<file path="src/inc/rbm_defines.vh">
// Purpose: Constants for the reset and bus mode control block
// Assumes: APB word registers, 32-bit data, one clock pclk at 50 MHz
// Notes: Included once by the design through its guard
//
// Notes on behaviour
// - The reset request passes two synchroniser flops before anything uses it.
// - Memory inhibit stays asserted for the whole time the device is in reset.
// - Internal reset lasts 128 more clocks after the synchronised request negates.
// - During internal reset three-state outputs float; memory inhibit asserts, the others drive inactive.
// - After reset, bus outputs float until grant; then the first cycle starts.
// - Cache, translation straps and interrupt lines are sampled as the synchronised reset request negates.
// - Busy, in-progress and driven acknowledge go inactive before they float.
// - Reset ends any running cycle as acknowledged and resets internal state.
// - Software reset command pulses reset-out for 512 clocks, registers untouched.
// - A reset request during the reset-out pulse resets at once, ends reset-out.
// - Modes picked during reset stay fixed until the next reset.
// - Three driver groups pick strong or weak drive from their level line.
// - Cache strap low during reset turns on multiplexed address/data mode.
// - Multiplexed mode drives address in the first clock, data after it.
// - Translation strap low during reset turns on read latch strobe mode.
// - In strobe mode a latch holds read data while strobe low; edge flop follows.
// - The strobe only affects read capture, never bus termination.
// - With strobe mode off the latch is always transparent.
`ifndef RBM_DEFINES_VH
`define RBM_DEFINES_VH

// Register byte offsets
`define RBM_CONTROL_OFS      12'h000
`define RBM_STATUS_OFS       12'h004
`define RBM_MODES_OFS        12'h008

// Control fields
`define RBM_CTRL_SWRST_BIT   0

// Status fields
`define RBM_STAT_INTRST_BIT  0
`define RBM_STAT_SYSTEM_RESET_OUT_N_BIT    1
`define RBM_STAT_WAITGNT_BIT 2
`define RBM_STAT_MI_BIT      3

// Mode fields
`define RBM_MODE_MUX_BIT     0
`define RBM_MODE_LATCH_BIT   1
`define RBM_MODE_DRV_LSB     2
`define RBM_MODE_LVL_LSB     5

// Reset values
`define RBM_MODES_RST        3'h0
`define RBM_LEVELS_RST       3'h7
`define RBM_OE_RST           3'h7

// Timing counts in pclk cycles (last count value, period minus one)
`define RBM_STRETCH_LAST     8'h7F
`define RBM_SYSTEM_RESET_OUT_N_LAST        9'h1FF

`endif

</file>
<file path="src/verilog/rbm_reset_mode_ctrl.v">
// Purpose: Reset sequencing, strap-selected bus modes and reset-out pulse
// Assumes: All pin inputs synchronous to pclk except the reset request
// Notes: APB slave with zero wait states; no interrupt logic
//
// Implementation choices: the placing of the registers and the APB register port.
`timescale 1ns/10ps
`include "rbm_defines.vh"

module rbm_reset_mode_ctrl (
  input  wire        pclk,
  input  wire        presetn,
  // APB slave
  input  wire        psel,
  input  wire        penable,
  input  wire        pwrite,
  input  wire [11:0] paddr,
  input  wire [31:0] pwdata,
  output wire        pready,
  output reg  [31:0] prdata,
  output wire        pslverr,
  // Reset pins
  input  wire        reset_request_in_n,
  output reg         system_reset_out_n,
  output reg         memory_inhibit_n,
  // Mode straps and level lines
  input  wire        cache_off_strap_n,
  input  wire        translation_off_strap_n,
  input  wire [2:0]  interrupt_level_lines,
  // Arbitration
  input  wire        bus_grant_n,
  // Core side
  input  wire        core_own_bus,
  input  wire        core_cycle_start,
  input  wire        core_cycle_active,
  input  wire        core_cycle_write,
  input  wire        core_snoop_ack_drive,
  input  wire        core_snoop_ack,
  input  wire        core_reset_instr,
  output reg         core_reset,
  output reg         core_cycle_force_end,
  output reg         core_first_cycle_go,
  // Bus control pins, three signals each
  input  wire        bus_busy_n_in,
  output wire        bus_busy_n_out,
  output wire        bus_busy_n_oe_n,
  input  wire        transfer_in_progress_n_in,
  output wire        transfer_in_progress_n_out,
  output wire        transfer_in_progress_n_oe_n,
  input  wire        transfer_ack_n_in,
  output wire        transfer_ack_n_out,
  output wire        transfer_ack_n_oe_n,
  // Address and data driver enables
  output wire        address_oe_n,
  output wire        data_oe_n,
  // Mode outputs
  output reg         mux_bus_mode,
  output reg         latch_strobe_mode,
  output reg  [2:0]  group_strong_drive,
  // Read data path
  input  wire        read_latch_strobe,
  input  wire [31:0] read_data_in,
  output reg  [31:0] read_data
);

  // Address decode for the error answer only; the read mux has its own case
  function rbm_hit;
    input [11:0] addr;
    begin
      rbm_hit = (addr == `RBM_CONTROL_OFS) || (addr == `RBM_STATUS_OFS) ||
                (addr == `RBM_MODES_OFS);
    end
  endfunction

  reg        req_meta;
  reg        req_sync;
  reg        req_prev;
  reg        int_rst;
  reg        int_rst_prev;
  reg  [7:0] stretch_cnt;
  reg        system_reset_out_n_active;
  reg  [8:0] system_reset_out_n_cnt;
  reg        wait_grant;
  reg        bus_enabled;
  reg  [2:0] sampled_levels;
  reg  [2:0] drv_out;
  reg  [2:0] drv_oe_n;
  reg  [31:0] hold_data;
  reg  [31:0] next_prdata;
  wire       req_rise;
  wire       rst_entry;
  wire       sw_cmd;
  wire       apb_write;
  wire       strobe_holding;
  wire [31:0] latch_a;
  wire [2:0] want_drive;
  wire [2:0] want_value;

  // Two flops before use; first flop feeds only the second
  always @(posedge pclk or negedge presetn) begin
    if (!presetn) begin
      req_meta <= 1'b0;
      req_sync <= 1'b0;
      req_prev <= 1'b0;
    end else begin
      req_meta <= reset_request_in_n;
      req_sync <= req_meta;
      req_prev <= req_sync;
    end
  end

  // Release edge of the synchronised request
  assign req_rise  = req_sync & ~req_prev;
  // Next edge puts the device into reset
  assign rst_entry = ~req_sync & ~int_rst;

  // Internal reset stretch; a new request restarts the count
  always @(posedge pclk or negedge presetn) begin
    if (!presetn) begin
      int_rst      <= 1'b1;
      int_rst_prev <= 1'b1;
      stretch_cnt  <= 8'h00;
    end else begin
      int_rst_prev <= int_rst;
      if (!req_sync) begin
        int_rst     <= 1'b1;
        stretch_cnt <= 8'h00;
      end else if (int_rst) begin
        if (stretch_cnt == `RBM_STRETCH_LAST) begin
          int_rst <= 1'b0;
        end else begin
          stretch_cnt <= stretch_cnt + 8'h01;
        end
      end
    end
  end

  // Straps caught at the release edge, then frozen until next reset
  always @(posedge pclk or negedge presetn) begin
    if (!presetn) begin
      mux_bus_mode       <= 1'b0;
      latch_strobe_mode  <= 1'b0;
      sampled_levels     <= `RBM_LEVELS_RST;
      group_strong_drive <= `RBM_MODES_RST;
    end else if (req_rise) begin
      mux_bus_mode       <= ~cache_off_strap_n;
      latch_strobe_mode  <= ~translation_off_strap_n;
      sampled_levels     <= interrupt_level_lines;
      group_strong_drive <= ~interrupt_level_lines;
    end
  end
  // Modes hold: nothing else writes them

  // APB access phase write; zero wait states
  assign apb_write = psel & penable & pwrite;
  assign pready    = 1'b1;
  assign pslverr   = psel & penable & ~rbm_hit(paddr);
  assign sw_cmd    = apb_write & (paddr == `RBM_CONTROL_OFS) & pwdata[`RBM_CTRL_SWRST_BIT];

  // Reset-out pulse; software command or core instruction starts it
  always @(posedge pclk or negedge presetn) begin
    if (!presetn) begin
      system_reset_out_n_active        <= 1'b0;
      system_reset_out_n_cnt           <= 9'h000;
      system_reset_out_n <= 1'b1;
    end else begin
      if (!req_sync || int_rst) begin
        system_reset_out_n_active        <= 1'b0;
        system_reset_out_n_cnt           <= 9'h000;
        system_reset_out_n <= 1'b1;
      end else if (system_reset_out_n_active) begin
        if (system_reset_out_n_cnt == `RBM_SYSTEM_RESET_OUT_N_LAST) begin
          system_reset_out_n_active        <= 1'b0;
          system_reset_out_n <= 1'b1;
        end else begin
          system_reset_out_n_cnt <= system_reset_out_n_cnt + 9'h001;
        end
      end else if (sw_cmd || core_reset_instr) begin
        // Only the pin pulses; no internal state is touched here
        system_reset_out_n_active        <= 1'b1;
        system_reset_out_n_cnt           <= 9'h000;
        system_reset_out_n <= 1'b0;
      end
    end
  end

  // Reset to core, forced cycle end, grant wait and memory inhibit
  always @(posedge pclk or negedge presetn) begin
    if (!presetn) begin
      core_reset           <= 1'b1;
      core_cycle_force_end <= 1'b0;
      core_first_cycle_go  <= 1'b0;
      wait_grant           <= 1'b0;
      bus_enabled          <= 1'b0;
      memory_inhibit_n     <= 1'b0;
    end else begin
      core_reset           <= int_rst | ~req_sync;
      core_cycle_force_end <= rst_entry & core_cycle_active;
      core_first_cycle_go  <= 1'b0;
      if (int_rst || !req_sync) begin
        wait_grant       <= 1'b0;
        bus_enabled      <= 1'b0;
        memory_inhibit_n <= 1'b0;
      end else if (int_rst_prev) begin
        wait_grant <= 1'b1;
      end else if (wait_grant && !bus_grant_n) begin
        // Outputs stay floating until this grant
        wait_grant          <= 1'b0;
        bus_enabled         <= 1'b1;
        core_first_cycle_go <= 1'b1;
        memory_inhibit_n    <= 1'b1;
      end
    end
  end

  // Order: busy, in-progress, acknowledge
  assign want_drive = {core_snoop_ack_drive, core_cycle_active, core_own_bus};
  assign want_value = {~core_snoop_ack, ~core_cycle_active, ~core_own_bus};

  // Control pins: on reset entry drive high one clock, then float
  always @(posedge pclk or negedge presetn) begin
    if (!presetn) begin
      drv_out  <= `RBM_OE_RST;
      drv_oe_n <= `RBM_OE_RST;
    end else if (int_rst) begin
      if (!int_rst_prev) begin
        drv_out <= 3'h7;
      end else begin
        drv_oe_n <= 3'h7;
      end
    end else if (bus_enabled) begin
      drv_out  <= want_value;
      drv_oe_n <= ~want_drive;
    end else begin
      drv_out  <= 3'h7;
      drv_oe_n <= 3'h7;
    end
  end

  assign bus_busy_n_out              = drv_out[0];
  assign bus_busy_n_oe_n             = drv_oe_n[0];
  assign transfer_in_progress_n_out  = drv_out[1];
  assign transfer_in_progress_n_oe_n = drv_oe_n[1];
  assign transfer_ack_n_out          = drv_out[2];
  assign transfer_ack_n_oe_n         = drv_oe_n[2];

  // Address only in the opening clock when multiplexed; data after it
  assign address_oe_n = ~(bus_enabled & ~int_rst &
                          (mux_bus_mode ? core_cycle_start : core_cycle_active));
  assign data_oe_n    = ~(bus_enabled & ~int_rst & core_cycle_active & core_cycle_write &
                          ~(mux_bus_mode & core_cycle_start));

  // Latch A model: holds only while strobe is low and strobe mode is on
  assign strobe_holding = latch_strobe_mode & ~read_latch_strobe;
  assign latch_a        = strobe_holding ? hold_data : read_data_in;

  // Hold register follows the bus while open; strobe never reaches termination
  always @(posedge pclk or negedge presetn) begin
    if (!presetn) begin
      hold_data <= 32'h00000000;
      read_data <= 32'h00000000;
    end else begin
      if (!strobe_holding) begin
        hold_data <= read_data_in;
      end
      read_data <= latch_a;
    end
  end

  // Read mux, captured in the setup phase
  always @* begin
    next_prdata = 32'h00000000;
    case (paddr)
      `RBM_STATUS_OFS: begin
        next_prdata[`RBM_STAT_INTRST_BIT]  = int_rst;
        next_prdata[`RBM_STAT_SYSTEM_RESET_OUT_N_BIT]    = system_reset_out_n_active;
        next_prdata[`RBM_STAT_WAITGNT_BIT] = wait_grant;
        next_prdata[`RBM_STAT_MI_BIT]      = ~memory_inhibit_n;
      end
      `RBM_MODES_OFS: begin
        next_prdata[`RBM_MODE_MUX_BIT]                    = mux_bus_mode;
        next_prdata[`RBM_MODE_LATCH_BIT]                  = latch_strobe_mode;
        next_prdata[`RBM_MODE_DRV_LSB+2:`RBM_MODE_DRV_LSB] = group_strong_drive;
        next_prdata[`RBM_MODE_LVL_LSB+2:`RBM_MODE_LVL_LSB] = sampled_levels;
      end
      `RBM_CONTROL_OFS: begin
        next_prdata[`RBM_CTRL_SWRST_BIT] = system_reset_out_n_active;
      end
      default: begin
        next_prdata = 32'h00000000;
      end
    endcase
  end

  // Read data registered so it is steady through the access phase
  always @(posedge pclk or negedge presetn) begin
    if (!presetn) begin
      prdata <= 32'h00000000;
    end else if (psel && !penable) begin
      prdata <= next_prdata;
    end
  end

endmodule // rbm_reset_mode_ctrl
</file>
<file path="config.mk">
export PLATFORM = sky130hd
export DESIGN_NAME = rbm_reset_mode_ctrl
export DESIGN_NICKNAME = d
export VERILOG_FILES = /design/src/verilog/rbm_reset_mode_ctrl.v
export VERILOG_INCLUDE_DIRS = /design/src /design/src/inc
export SDC_FILE = /design/constraint.sdc
export NUM_CORES = 1
export LEC_CHECK = 0
export BUFFER_PORTS_ARGS = -buffer_cell sky130_fd_sc_hd__buf_2
export CORE_MARGIN = 4
export CORE_UTILIZATION = 39
export DETAILED_ROUTE_END_ITERATION = 8
export GPL_TIMING_DRIVEN = 1
export PLACE_DENSITY_LB_ADDON = 0.25
export SYNTH_ARGS = -nofsm -noshare
export SYNTH_HDL_FRONTEND = slang
export SYNTH_SLANG_ARGS = --single-unit
</file>
<file path="constraint.sdc">
create_clock -name pclk -period 2.9 [get_ports pclk]
set_input_delay 0.435 -clock pclk [delete_from_list [all_inputs] [get_ports pclk]]
set_output_delay 0.435 -clock pclk [all_outputs]
set_load 0.005 [all_outputs]
</file>
==> results.json, run 1 <==
{
  "status": "completed",
  "muxShareOfSynthArea_pct": 11.1,
  "crit_start": "bus_enabled$_DFFE_PN0P_",
  "leakagePower_nw": 2.17,
  "place.detailed.hpwl_um": 5990,
  "r2r_slack_ps": 1010,
  "core.rowCount": 35,
  "tns_ps": 0,
  "synth.ff_latch_count": 83,
  "hold_class": "in2reg",
  "cp_cell_sequence": "nor2b_1 > nand4_1 > buf_2",
  "critPathCaptureType": "output port",
  "yosys.area_share.simple_pct": 14.8,
  "dieArea_um2": 11200,
  "arrival_ps": 1560,
  "grt_pass1_wl_um": 13200,
  "drive_above_1_share_pct": 41.9,
  "antenna_found_initial": 1,
  "synth_top_area_cell": "dfrtp_1",
  "synth_ff_type": "dfrtp_1",
  "setup_violations": 0,
  "drt-initial-drc-count": 94,
  "intPower_mw": 1.78,
  "first_pass_iters": 4,
  "portBuffers": 123,
  "rsz0062_at_grt": "no",
  "fillCellCount": 855,
  "clkTransAtPathRegs_ps": 80,
  "root_buffer": "clkbuf_8",
  "post-cts-setup-buffers": 0,
  "maxCapViolCount": 0,
  "cp_num_cells": 3,
  "grt_usage_pct": 14.9,
  "synth_fa_ha_area_share_pct": 1.01,
  "first_global_vias": 2609,
  "reg2reg_from": "system_reset_out_n_cnt[0]$_DFFE_PN0P_",
  "grt_max_degree": 84,
  "synth.top_cell.area_share_pct": 47.0,
  "post-route-period-util_pct": 68.9,
  "most-common-layout-cells": "122 x buf_2, 70 x dfrtp_1, 25 x nor2_1, 25 x conb_1",
  "crit_fanout": 8,
  "p_per_area_nw_per_um2": 518,
  "syn_to_final_growth_pct": 22.7,
  "num-nets-final": 542,
  "cts_tree": "yes",
  "ys_top_cells_by_area": "dfrtp_1 47%, dfstp_2 9.2%, mux2_2 7.3%",
  "synth-compound-area-share_pct": 9.34,
  "relSlewSlack_pct": 30.1,
  "power.net_switching_uw": 590,
  "critical_path.top_delay_family": "simple AND/OR/NAND/NOR gates",
  "seqPwrFrac_pct": 53.5,
  "yosys_warnings": 0,
  "ioPinCount": 183,
  "cp_num_buf_inv": 1,
  "reg2reg_depth": 8,
  "synth-xor-area-share_pct": 0.235,
  "final_common_cell": "buf_2",
  "peakVddDrop_uv": 292,
  "overflow": 0,
  "via_per_inst": 4.79,
  "r2r-end": "system_reset_out_n_cnt[5]$_DFFE_PN0P_",
  "finalMaxSlewViolations": 0,
  "wl_per_cell_um": 14.3,
  "finalPower_mw": 2.37,
  "fin_crit_ps": 2000,
  "syn-instance-count": 317,
  "routed_wl_um": 8170,
  "critical_path_class": "reg2out",
  "seq_area_frac_synth_pct": 56.2,
  "cpPeakStageDelay_ps": 470,
  "sw_frac_of_total_pct": 25.0,
  "max_freq_mhz": 501,
  "place_inst": 558,
  "fin_cells": 573,
  "postCtsHoldBufs": 0,
  "synthArstFlopShare_pct": 100,
  "crit_path_end": "data_oe_n",
  "die_y_um": 106,
  "cts.repair.resized": 0,
  "vias": 2746,
  "cts_buffers": 9,
  "cp_slowest_cell": "nor2b_1",
  "synth_top_family_by_area": "simple AND/OR/NAND/NOR gates",
  "avgSynthCellArea_um2": 11.8,
  "synth_cell_types": 50,
  "core_area_um2": 9280,
  "required_ps": 2470,
  "synth_edf_count": 0,
  "clock_latency_ps": 360,
  "worst_pin_slew_ps": 1050,
  "clock_skew_ps": 9.42,
  "gp_congestion": 0.741,
  "ant_nets": 0,
  "fp.dieW_um": 106,
  "start_util_pct": 40.1,
  "cts_sinks": 83,
  "p_comb_share_pct": 10.6,
  "syn_area_um2": 3730,
  "htreeDepth": 3,
  "hold_violations": 0,
  "crit_path_start_kind": "flip-flop",
  "pwr-share-clk_pct": 36.0,
  "drc_errors": 0,
  "cts_max_path_buffers": 2,
  "diodes": 0
}
worst min-delay path by stage:
stage | from | to | slack, ps | cells after the start
floorplan | presetn | bus_enabled$_DFFE_PN0P_ | 140 | 0
global placement | req_meta$_DFF_PN0_ | req_sync$_DFF_PN0_ | 330 | 0
detailed placement | req_meta$_DFF_PN0_ | req_sync$_DFF_PN0_ | 340 | 0
CTS | reset_request_in_n | req_meta$_DFF_PN0_ | 170 | 1
global route | reset_request_in_n | req_meta$_DFF_PN0_ | 170 | 1
finish | reset_request_in_n | req_meta$_DFF_PN0_ | 190 | 1
metrics by stage:
stage / cell area (um2) / hold slack [ps] / worst slack (ps) / util, %
3_3_place_gp: 4370 / 333 / 934 / 47.1
6_report: 4570 / 187 / 902 / 49.2
3_5_place_dp: 4370 / 338 / 904 / 47.1
5_1_grt: 4570 / 171 / 770 / 49.2
2_1_floorplan: 3810 / 139 / 1210 / -
4_1_cts: 4570 / 174 / 862 / 49.2
per-layer routing:
metal | routed length (um) | track usage [%]
met1 | 3560 | 19.8
met2 | 3930 | 23.1
met3 | 556 | 4.23
met4 | 113 | 5.27
met5 | 13 | 0
registers in the layout, summed over array words and instances, names as in the netlist, 3 cells and up:
signal and cells:
drv_oe_n 3, prdata 8, drv_out 3, system_reset_out_n_cnt 9
stretch_cnt 8, hold_data 32, sampled_levels 3, group_strong_drive 3
synthesized netlist by cell type (3+ instances only):
library cell	instances
dfrtp_1	70
buf_4	25
nor2_1	25
mux2_2	24
nand2_1	24
dfstp_2	13
mux2_1	11
a21oi_1	10
nand3_1	10
o21ai_0	9
inv_1	8
a31oi_1	7
clkbuf_1	6
nand2b_1	5
a22o_1	4
buf_2	4
nor3_1	4
nor4_1	4
o21ai_1	4
a221o_1	3
ha_1	3
nor4_4	3
o31ai_1	3
layout make-up:
type,count,area (um2),area share [%]
flip-flops and latches,83,2090,45.8
multi-input cells,213,1460,31.9
repair buffers,124,626,13.7
well taps,129,161,3.53
clock buffers,10,138,3.01
clock inverters,5,61.3,1.34
inverters,9,33.8,0.739
cell families after synthesis:
family                   after synthesis
flip-flops                            83
AO/OA/AOI/OAI                         51
AND/OR/NAND/NOR                       96
multiplexers                          37
other                                  2
buffers and inverters                 44
XOR/XNOR                               1
adder cells (fa/ha/maj)                3
power groups by stage:
stage | clock network, mW | logic (mW) | registers [mW]
2_1_floorplan | 0 | 0.129 | 1.29
3_3_place_gp | 0 | 0.250 | 1.29
6_report | 0.851 | 0.250 | 1.26
4_1_cts | 0.878 | 0.257 | 1.27
5_1_grt | 0.936 | 0.281 | 1.28
3_5_place_dp | 0 | 0.256 | 1.29
(Power assumes the default switching activity.)
==> run 2, diff against run 1 <==
--- a/config.mk
+++ b/config.mk
@@ -6,6 +6,7 @@
 export SDC_FILE = /design/constraint.sdc
 export NUM_CORES = 1
 export LEC_CHECK = 0
+export ABC_AREA = 1
 export BUFFER_PORTS_ARGS = -buffer_cell sky130_fd_sc_hd__buf_2
 export CORE_MARGIN = 4
 export CORE_UTILIZATION = 39
==> constraint.sdc (replaced) <==
create_clock -name pclk -period 1.9 [get_ports pclk]
set_input_delay 0.285 -clock pclk [delete_from_list [all_inputs] [get_ports pclk]]
set_output_delay 0.285 -clock pclk [all_outputs]
set_load 0.005 [all_outputs]
==> run 2 against run 1 <==
  * Final area grew 5.3%
  * Clock skew shrank 3.7 ps
  * Total power grew 53%
  * Via count grew 11%
==> results.json, run 2 <==
{
  "required_ps": 1620,
  "routed_wl_um": 8580,
  "largest_reg_flops": 32,
  "core.rowCount": 36,
  "synth_cell_types": 30,
  "clock_latency_ps": 350,
  "r2r_slack_ps": 160,
  "sw_frac_of_total_pct": 24.0,
  "htreeDepth": 3,
  "clock_skew_ps": 5.73,
  "synth_top_area_cell": "dfrtp_1",
  "place.detailed.hpwl_um": 6600,
  "cts_sinks": 83,
  "crit_start": "bus_enabled$_DFFE_PN0P_",
  "fp.dieW_um": 108,
  "grt_usage_pct": 15.2,
  "worst_slack_ps": 146,
  "seq_area_frac_synth_pct": 54.1,
  "whs_ps": 39.8,
  "grt_pass1_wl_um": 13900,
  "first_pass_iters": 4,
  "num-nets-final": 638,
  "grt_max_degree": 36,
  "ys_top_cells_by_area": "dfrtp_1 45%, mux2_2 9.3%, nand2_1 9.2%",
  "synth_ff_type": "dfrtp_1",
  "intPower_mw": 2.76,
  "reg2reg_from": "system_reset_out_n_cnt[0]$_DFFE_PN0P_",
  "p_comb_share_pct": 10.9,
  "leakagePower_nw": 2.41,
  "largest_register": "hold_data",
  "crit_path_start_kind": "flip-flop",
  "fin_area_um2": 4810,
  "wl_per_cell_um": 12.7,
  "final_common_cell": "buf_2",
  "critical_path_class": "reg2out",
  "start_util_pct": 39.8,
  "avgSynthCellArea_um2": 9.62,
  "max_freq_mhz": 570,
  "cts_buffers": 9,
  "post-route-period-util_pct": 92.3,
  "seqPwrFrac_pct": 53.2,
  "r2r-end": "system_reset_out_n$_DFFE_PN1P_",
  "hold_class": "in2reg",
  "die_y_um": 108,
  "via_per_inst": 4.52,
  "crit_fanout": 5,
  "gp_congestion": 0.787,
  "peakVddDrop_uv": 561,
  "status": "completed",
  "yosys_warnings": 0,
  "drive_above_1_share_pct": 38.8,
  "critPathCaptureType": "output port",
  "placed_cell_area_um2": 4580,
  "min_to": "req_meta$_DFF_PN0_",
  "min_from": "reset_request_in_n",
  "cts_max_path_buffers": 2,
  "syn-instance-count": 402,
  "first_global_vias": 3084,
  "fin_crit_ps": 1750,
  "dpl_worst_slack_ps": 139,
  "tns_ps": 0,
  "synth_common_cells": "95 x nand2_1, 70 x dfrtp_1, 34 x inv_1",
  "clkTransAtPathRegs_ps": 80,
  "cts_tree": "yes",
  "place_inst": 655,
  "core_area_um2": 9730,
  "portBuffers": 123,
  "hold_violations": 0,
  "syn_area_um2": 3870,
  "top_regs": "hold_data x32, system_reset_out_n_cnt x9",
  "drc_errors": 0,
  "ant_nets": 0,
  "drt-initial-drc-count": 103,
  "synth.top_cell.area_share_pct": 45.3,
  "most-common-layout-cells": "122 x buf_2, 95 x nand2_1, 70 x dfrtp_1",
  "p_per_area_nw_per_um2": 754,
  "arrival_ps": 1470,
  "synth_edf_count": 0,
  "pwr-share-clk_pct": 35.9,
  "finalMaxSlewViolations": 0,
  "diodes": 0,
  "maxCapViolCount": 0,
  "reg2reg_depth": 12,
  "rsz0062_at_grt": "yes",
  "fin_cells": 674,
  "yosysMostFrequentCell": "nand2_1",
  "overflow": 0,
  "synth.ff_latch_count": 83,
  "ioPinCount": 183,
  "utilization_pct": 49.5,
  "whs_path_depth": 1,
  "antenna_found_initial": 0,
  "finalPower_mw": 3.63,
  "syn_to_final_growth_pct": 24.5,
  "power.net_switching_uw": 869,
  "setup_violations": 0,
  "synthArstFlopShare_pct": 100,
  "dieArea_um2": 11600,
  "root_buffer": "clkbuf_8",
  "vias": 3048
}
-- run 2: cell families after synthesis --
family / count (synthesis) / share of synthesized area (%)
other: 2 / 0.194
AND/OR/NAND/NOR: 172 / 19.7
multiplexers: 32 / 9.31
flip-flops: 83 / 54.1
AO/OA/AOI/OAI: 38 / 5.47
buffers and inverters: 69 / 9.54
adder cells (fa/ha/maj): 3 / 0.970
XOR/XNOR: 3 / 0.679
-- run 2: timing repair --
action / 4_1_cts / 5_1_grt
gates resized for setup: 1 / 2
gates cloned: 0 / 1
endpoints found under the setup margin: 1 / 11
hold buffers: 1 / 0
pin swaps: 0 / 1
setup buffers: 0 / 1
endpoints found under the hold margin: 26 / 0
-- run 2: worst max path at each step --
stage,to,cells after the start
2_1_floorplan,system_reset_out_n_cnt[5]$_DFFE_PN0P_,10
3_3_place_gp,system_reset_out_n_cnt[8]$_DFFE_PN0P_,10
3_5_place_dp,system_reset_out_n_cnt[7]$_DFFE_PN0P_,10
4_1_cts,data_oe_n,6
5_1_grt,system_reset_out_n_cnt[1]$_DFFE_PN0P_,10
6_report,data_oe_n,6
-- run 2: layer usage --
layer,GRT usage (%),vias to the layer above,wire [um]
met5,0,-,0
met4,5.95,0,116
met3,6.12,9,907
met2,23.9,115,3850
met1,18.7,1414,3710
li1,-,1510,-
-- run 2: cell type report --
cell class	instances	area, um2
clock inverter	3	46.3
timing repair buffer	130	698
clock buffer	13	159
multi-input combinational	274	1510
tap	133	166
inverter	38	143
sequential	83	2090
fill	946	4910
-- run 2: power by group through the flow --
stage	sequential (mW)	combinational (mW)	clock, mW
after floorplan	1.96	0.204	0
after global placement	1.96	0.392	0
after detailed placement	1.97	0.403	0
after CTS	1.93	0.405	1.35
after global routing	1.95	0.448	1.44
final	1.93	0.395	1.30
-- run 2: worst max-delay path, stage by stage (launching register included) --
cell,delay [ps]
dfrtp_1,400
inv_1,110
nor2_4,150
inv_1,80
nor2_1,160
nand3_1,90
buf_2,140
==> run 3, diff against run 2 <==
==> constraint.sdc (replaced) <==
create_clock -name pclk -period 1.9 [get_ports pclk]
set_input_delay 0.095 -clock pclk [delete_from_list [all_inputs] [get_ports pclk]]
set_output_delay 0.095 -clock pclk [all_outputs]
set_load 0.01 [all_outputs]
==> run 3 against run 2 <==
  * Core utilization grew 4.2 points
  * Highest routed layer unchanged
  * Cell count is 6.1% higher
  * Setup slack worse by 12 ps
  * Die area unchanged
  * Total power up 1.5%
  * Critical path depth increased by 4
  * Flip-flop and latch count unchanged
  * Global-route usage grew 0.76 points
  * Sequential power barely moved
  * Via count up 5.6%
  * Hold slack worse by 2.2 ps
  * Non-clock buffer count increased by 41
==> results.json, run 3 (synthesized netlist as in run 2, its figures left out) <==
{
  "status": "completed",
  "regArea_um2": 2090,
  "antenna_found_initial": 0,
  "crit_path_start_kind": "flip-flop",
  "worst_slack_ps": 133,
  "clkTransAtPathRegs_ps": 90,
  "gp_congestion": 0.812,
  "largest_register": "hold_data",
  "grt_max_degree": 43,
  "finalMaxSlewViolations": 0,
  "diodes": 0,
  "wl_per_cell_um": 12.7,
  "clock_skew_ps": 9.68,
  "dieArea_um2": 11600,
  "fp.dieW_um": 108,
  "syn_to_final_growth_pct": 35.1,
  "intPower_mw": 2.67,
  "placed_cell_area_um2": 4560,
  "start_util_pct": 39.8,
  "relSlewSlack_pct": 64.2,
  "first_pass_iters": 4,
  "critical_path_class": "reg2reg",
  "setup_violations": 0,
  "vias": 3220,
  "crit_fanout": 8,
  "core_area_um2": 9730,
  "critPathCaptureType": "flip-flop",
  "htreeDepth": 3,
  "place.detailed.hpwl_um": 6350,
  "sw_frac_of_total_pct": 27.5,
  "cts_buffers": 9,
  "via_per_inst": 4.50,
  "drt-initial-drc-count": 86,
  "fin_area_um2": 5230,
  "drc_errors": 0,
  "core.rowCount": 36,
  "ioPinCount": 183,
  "largest_reg_flops": 32,
  "routed_wl_um": 9090,
  "multiInputGateArea_um2": 1520,
  "cts_max_path_buffers": 2,
  "num-nets-final": 679,
  "hold_class": "in2reg",
  "utilization_pct": 53.7,
  "pwr-share-clk_pct": 33.7,
  "cts_tree": "yes",
  "cts_sinks": 83,
  "required_ps": 2200,
  "post-route-period-util_pct": 93.0,
  "p_per_area_nw_per_um2": 705,
  "die_y_um": 108,
  "fillCellCount": 898,
  "fin_crit_ps": 1770,
  "portBuffers": 123,
  "dpl_worst_slack_ps": -0.774,
  "power.net_switching_mw": 1.01,
  "top_regs": "hold_data x32, system_reset_out_n_cnt x9",
  "ant_nets": 0,
  "p_comb_share_pct": 13.9,
  "maxCapViolCount": 0,
  "grt_usage_pct": 15.9,
  "final_common_cell": "buf_2",
  "leakagePower_nw": 2.60,
  "worst_pin_slew_ps": 536,
  "first_global_vias": 3193,
  "root_buffer": "clkbuf_8",
  "most-common-layout-cells": "122 x buf_2, 95 x nand2_1, 70 x dfrtp_1",
  "clock_latency_ps": 360,
  "overflow": 0,
  "hold_violations": 0,
  "drive_above_1_share_pct": 36.4,
  "grt_pass1_wl_um": 14600,
  "peakVddDrop_uv": 426,
  "arrival_ps": 2060,
  "max_freq_mhz": 566,
  "seqPwrFrac_pct": 52.5
}
run 3: changes by cell type in the layout (fill, tap and decap cells not counted), sizes merged:
cell | before | now
buf | 129 | 128
clkinvlp | 1 | 0
inv | 38 | 42
dlygate4sd3 | 1 | 43
clkinv | 1 | 2
bufinv | 1 | 0
clkbuf | 13 | 10
run 3: through the flow:
step,cells,power [mW],setup TNS [ps],hold slack (ps)
3_5_place_dp,653,2.41,-0.774,115
5_1_grt,715,3.87,-234,61.2
3_3_place_gp,653,2.40,0,108
6_report,715,3.68,0,37.6
2_1_floorplan,425,2.21,0,-201
4_1_cts,712,3.72,0,21.5
run 3: power by group through the flow:
stage	Combinational [mW]	Sequential [mW]	Clock (mW)
after floorplan	0.216	1.99	0
after global placement	0.437	1.96	0
after detailed placement	0.444	1.96	0
after CTS	0.512	1.93	1.28
after global routing	0.567	1.95	1.35
final	0.511	1.93	1.24
run 3: final timing paths:
check                                                      start                                    end  slack, ps  cells after the start
min in group asynchronous                                presetn              hold_data[22]$_DFFE_PN0N_        260                      2
setup reg to reg           system_reset_out_n_cnt[0]$_DFFE_PN0P_  system_reset_out_n_cnt[4]$_DFFE_PN0P_        130                     10
setup / recovery           system_reset_out_n_cnt[0]$_DFFE_PN0P_  system_reset_out_n_cnt[4]$_DFFE_PN0P_        130                     10
hold / removal                                           penable                  prdata[0]$_DFFE_PN0P_         40                      4
hold reg to reg                               req_meta$_DFF_PN0_                     req_sync$_DFF_PN0_        360                      0
max in group asynchronous                                presetn         system_reset_out_n$_DFFE_PN1P_        980                      3
run 3: cell type report:
class | instances | area share [%]
flip-flops and latches | 83 | 40.0
multi-input cells | 274 | 29.1
repair buffers | 171 | 21.3
well taps | 133 | 3.18
inverters | 38 | 2.73
clock buffers | 10 | 2.63
clock inverters | 6 | 1.05
run 3: worst max-delay path, stage by stage (launching register included):
cell and delay (ps):
dfrtp_1 400, ha_1 190, nand3_1 120, nor2_2 140
nand3_1 120, nor2_2 180, ha_4 190, nand2_4 100
nand2_2 130, nand2_1 70, nand2_1 60
run 3: metal layers:
layer | global-route usage, % | wire [um] | part of all wire, % | up-vias
li1 | - | - | - | 1592
met1 | 19.8 | 3840 | 42 | 1490
met2 | 25.5 | 4210 | 46 | 126
met3 | 6.42 | 915 | 10 | 12
met4 | 4.87 | 123 | 1.4 | 0
met5 | 0 | 0 | 0 | -
run 3: timing repair:
item	4_1_cts	5_1_grt
endpoints found under the hold margin	80	0
gates resized for setup	1	4
pin swaps	0	2
buffers inserted	0	2
setup endpoints to repair	6	9
cloned	0	1
hold buffers	43	0
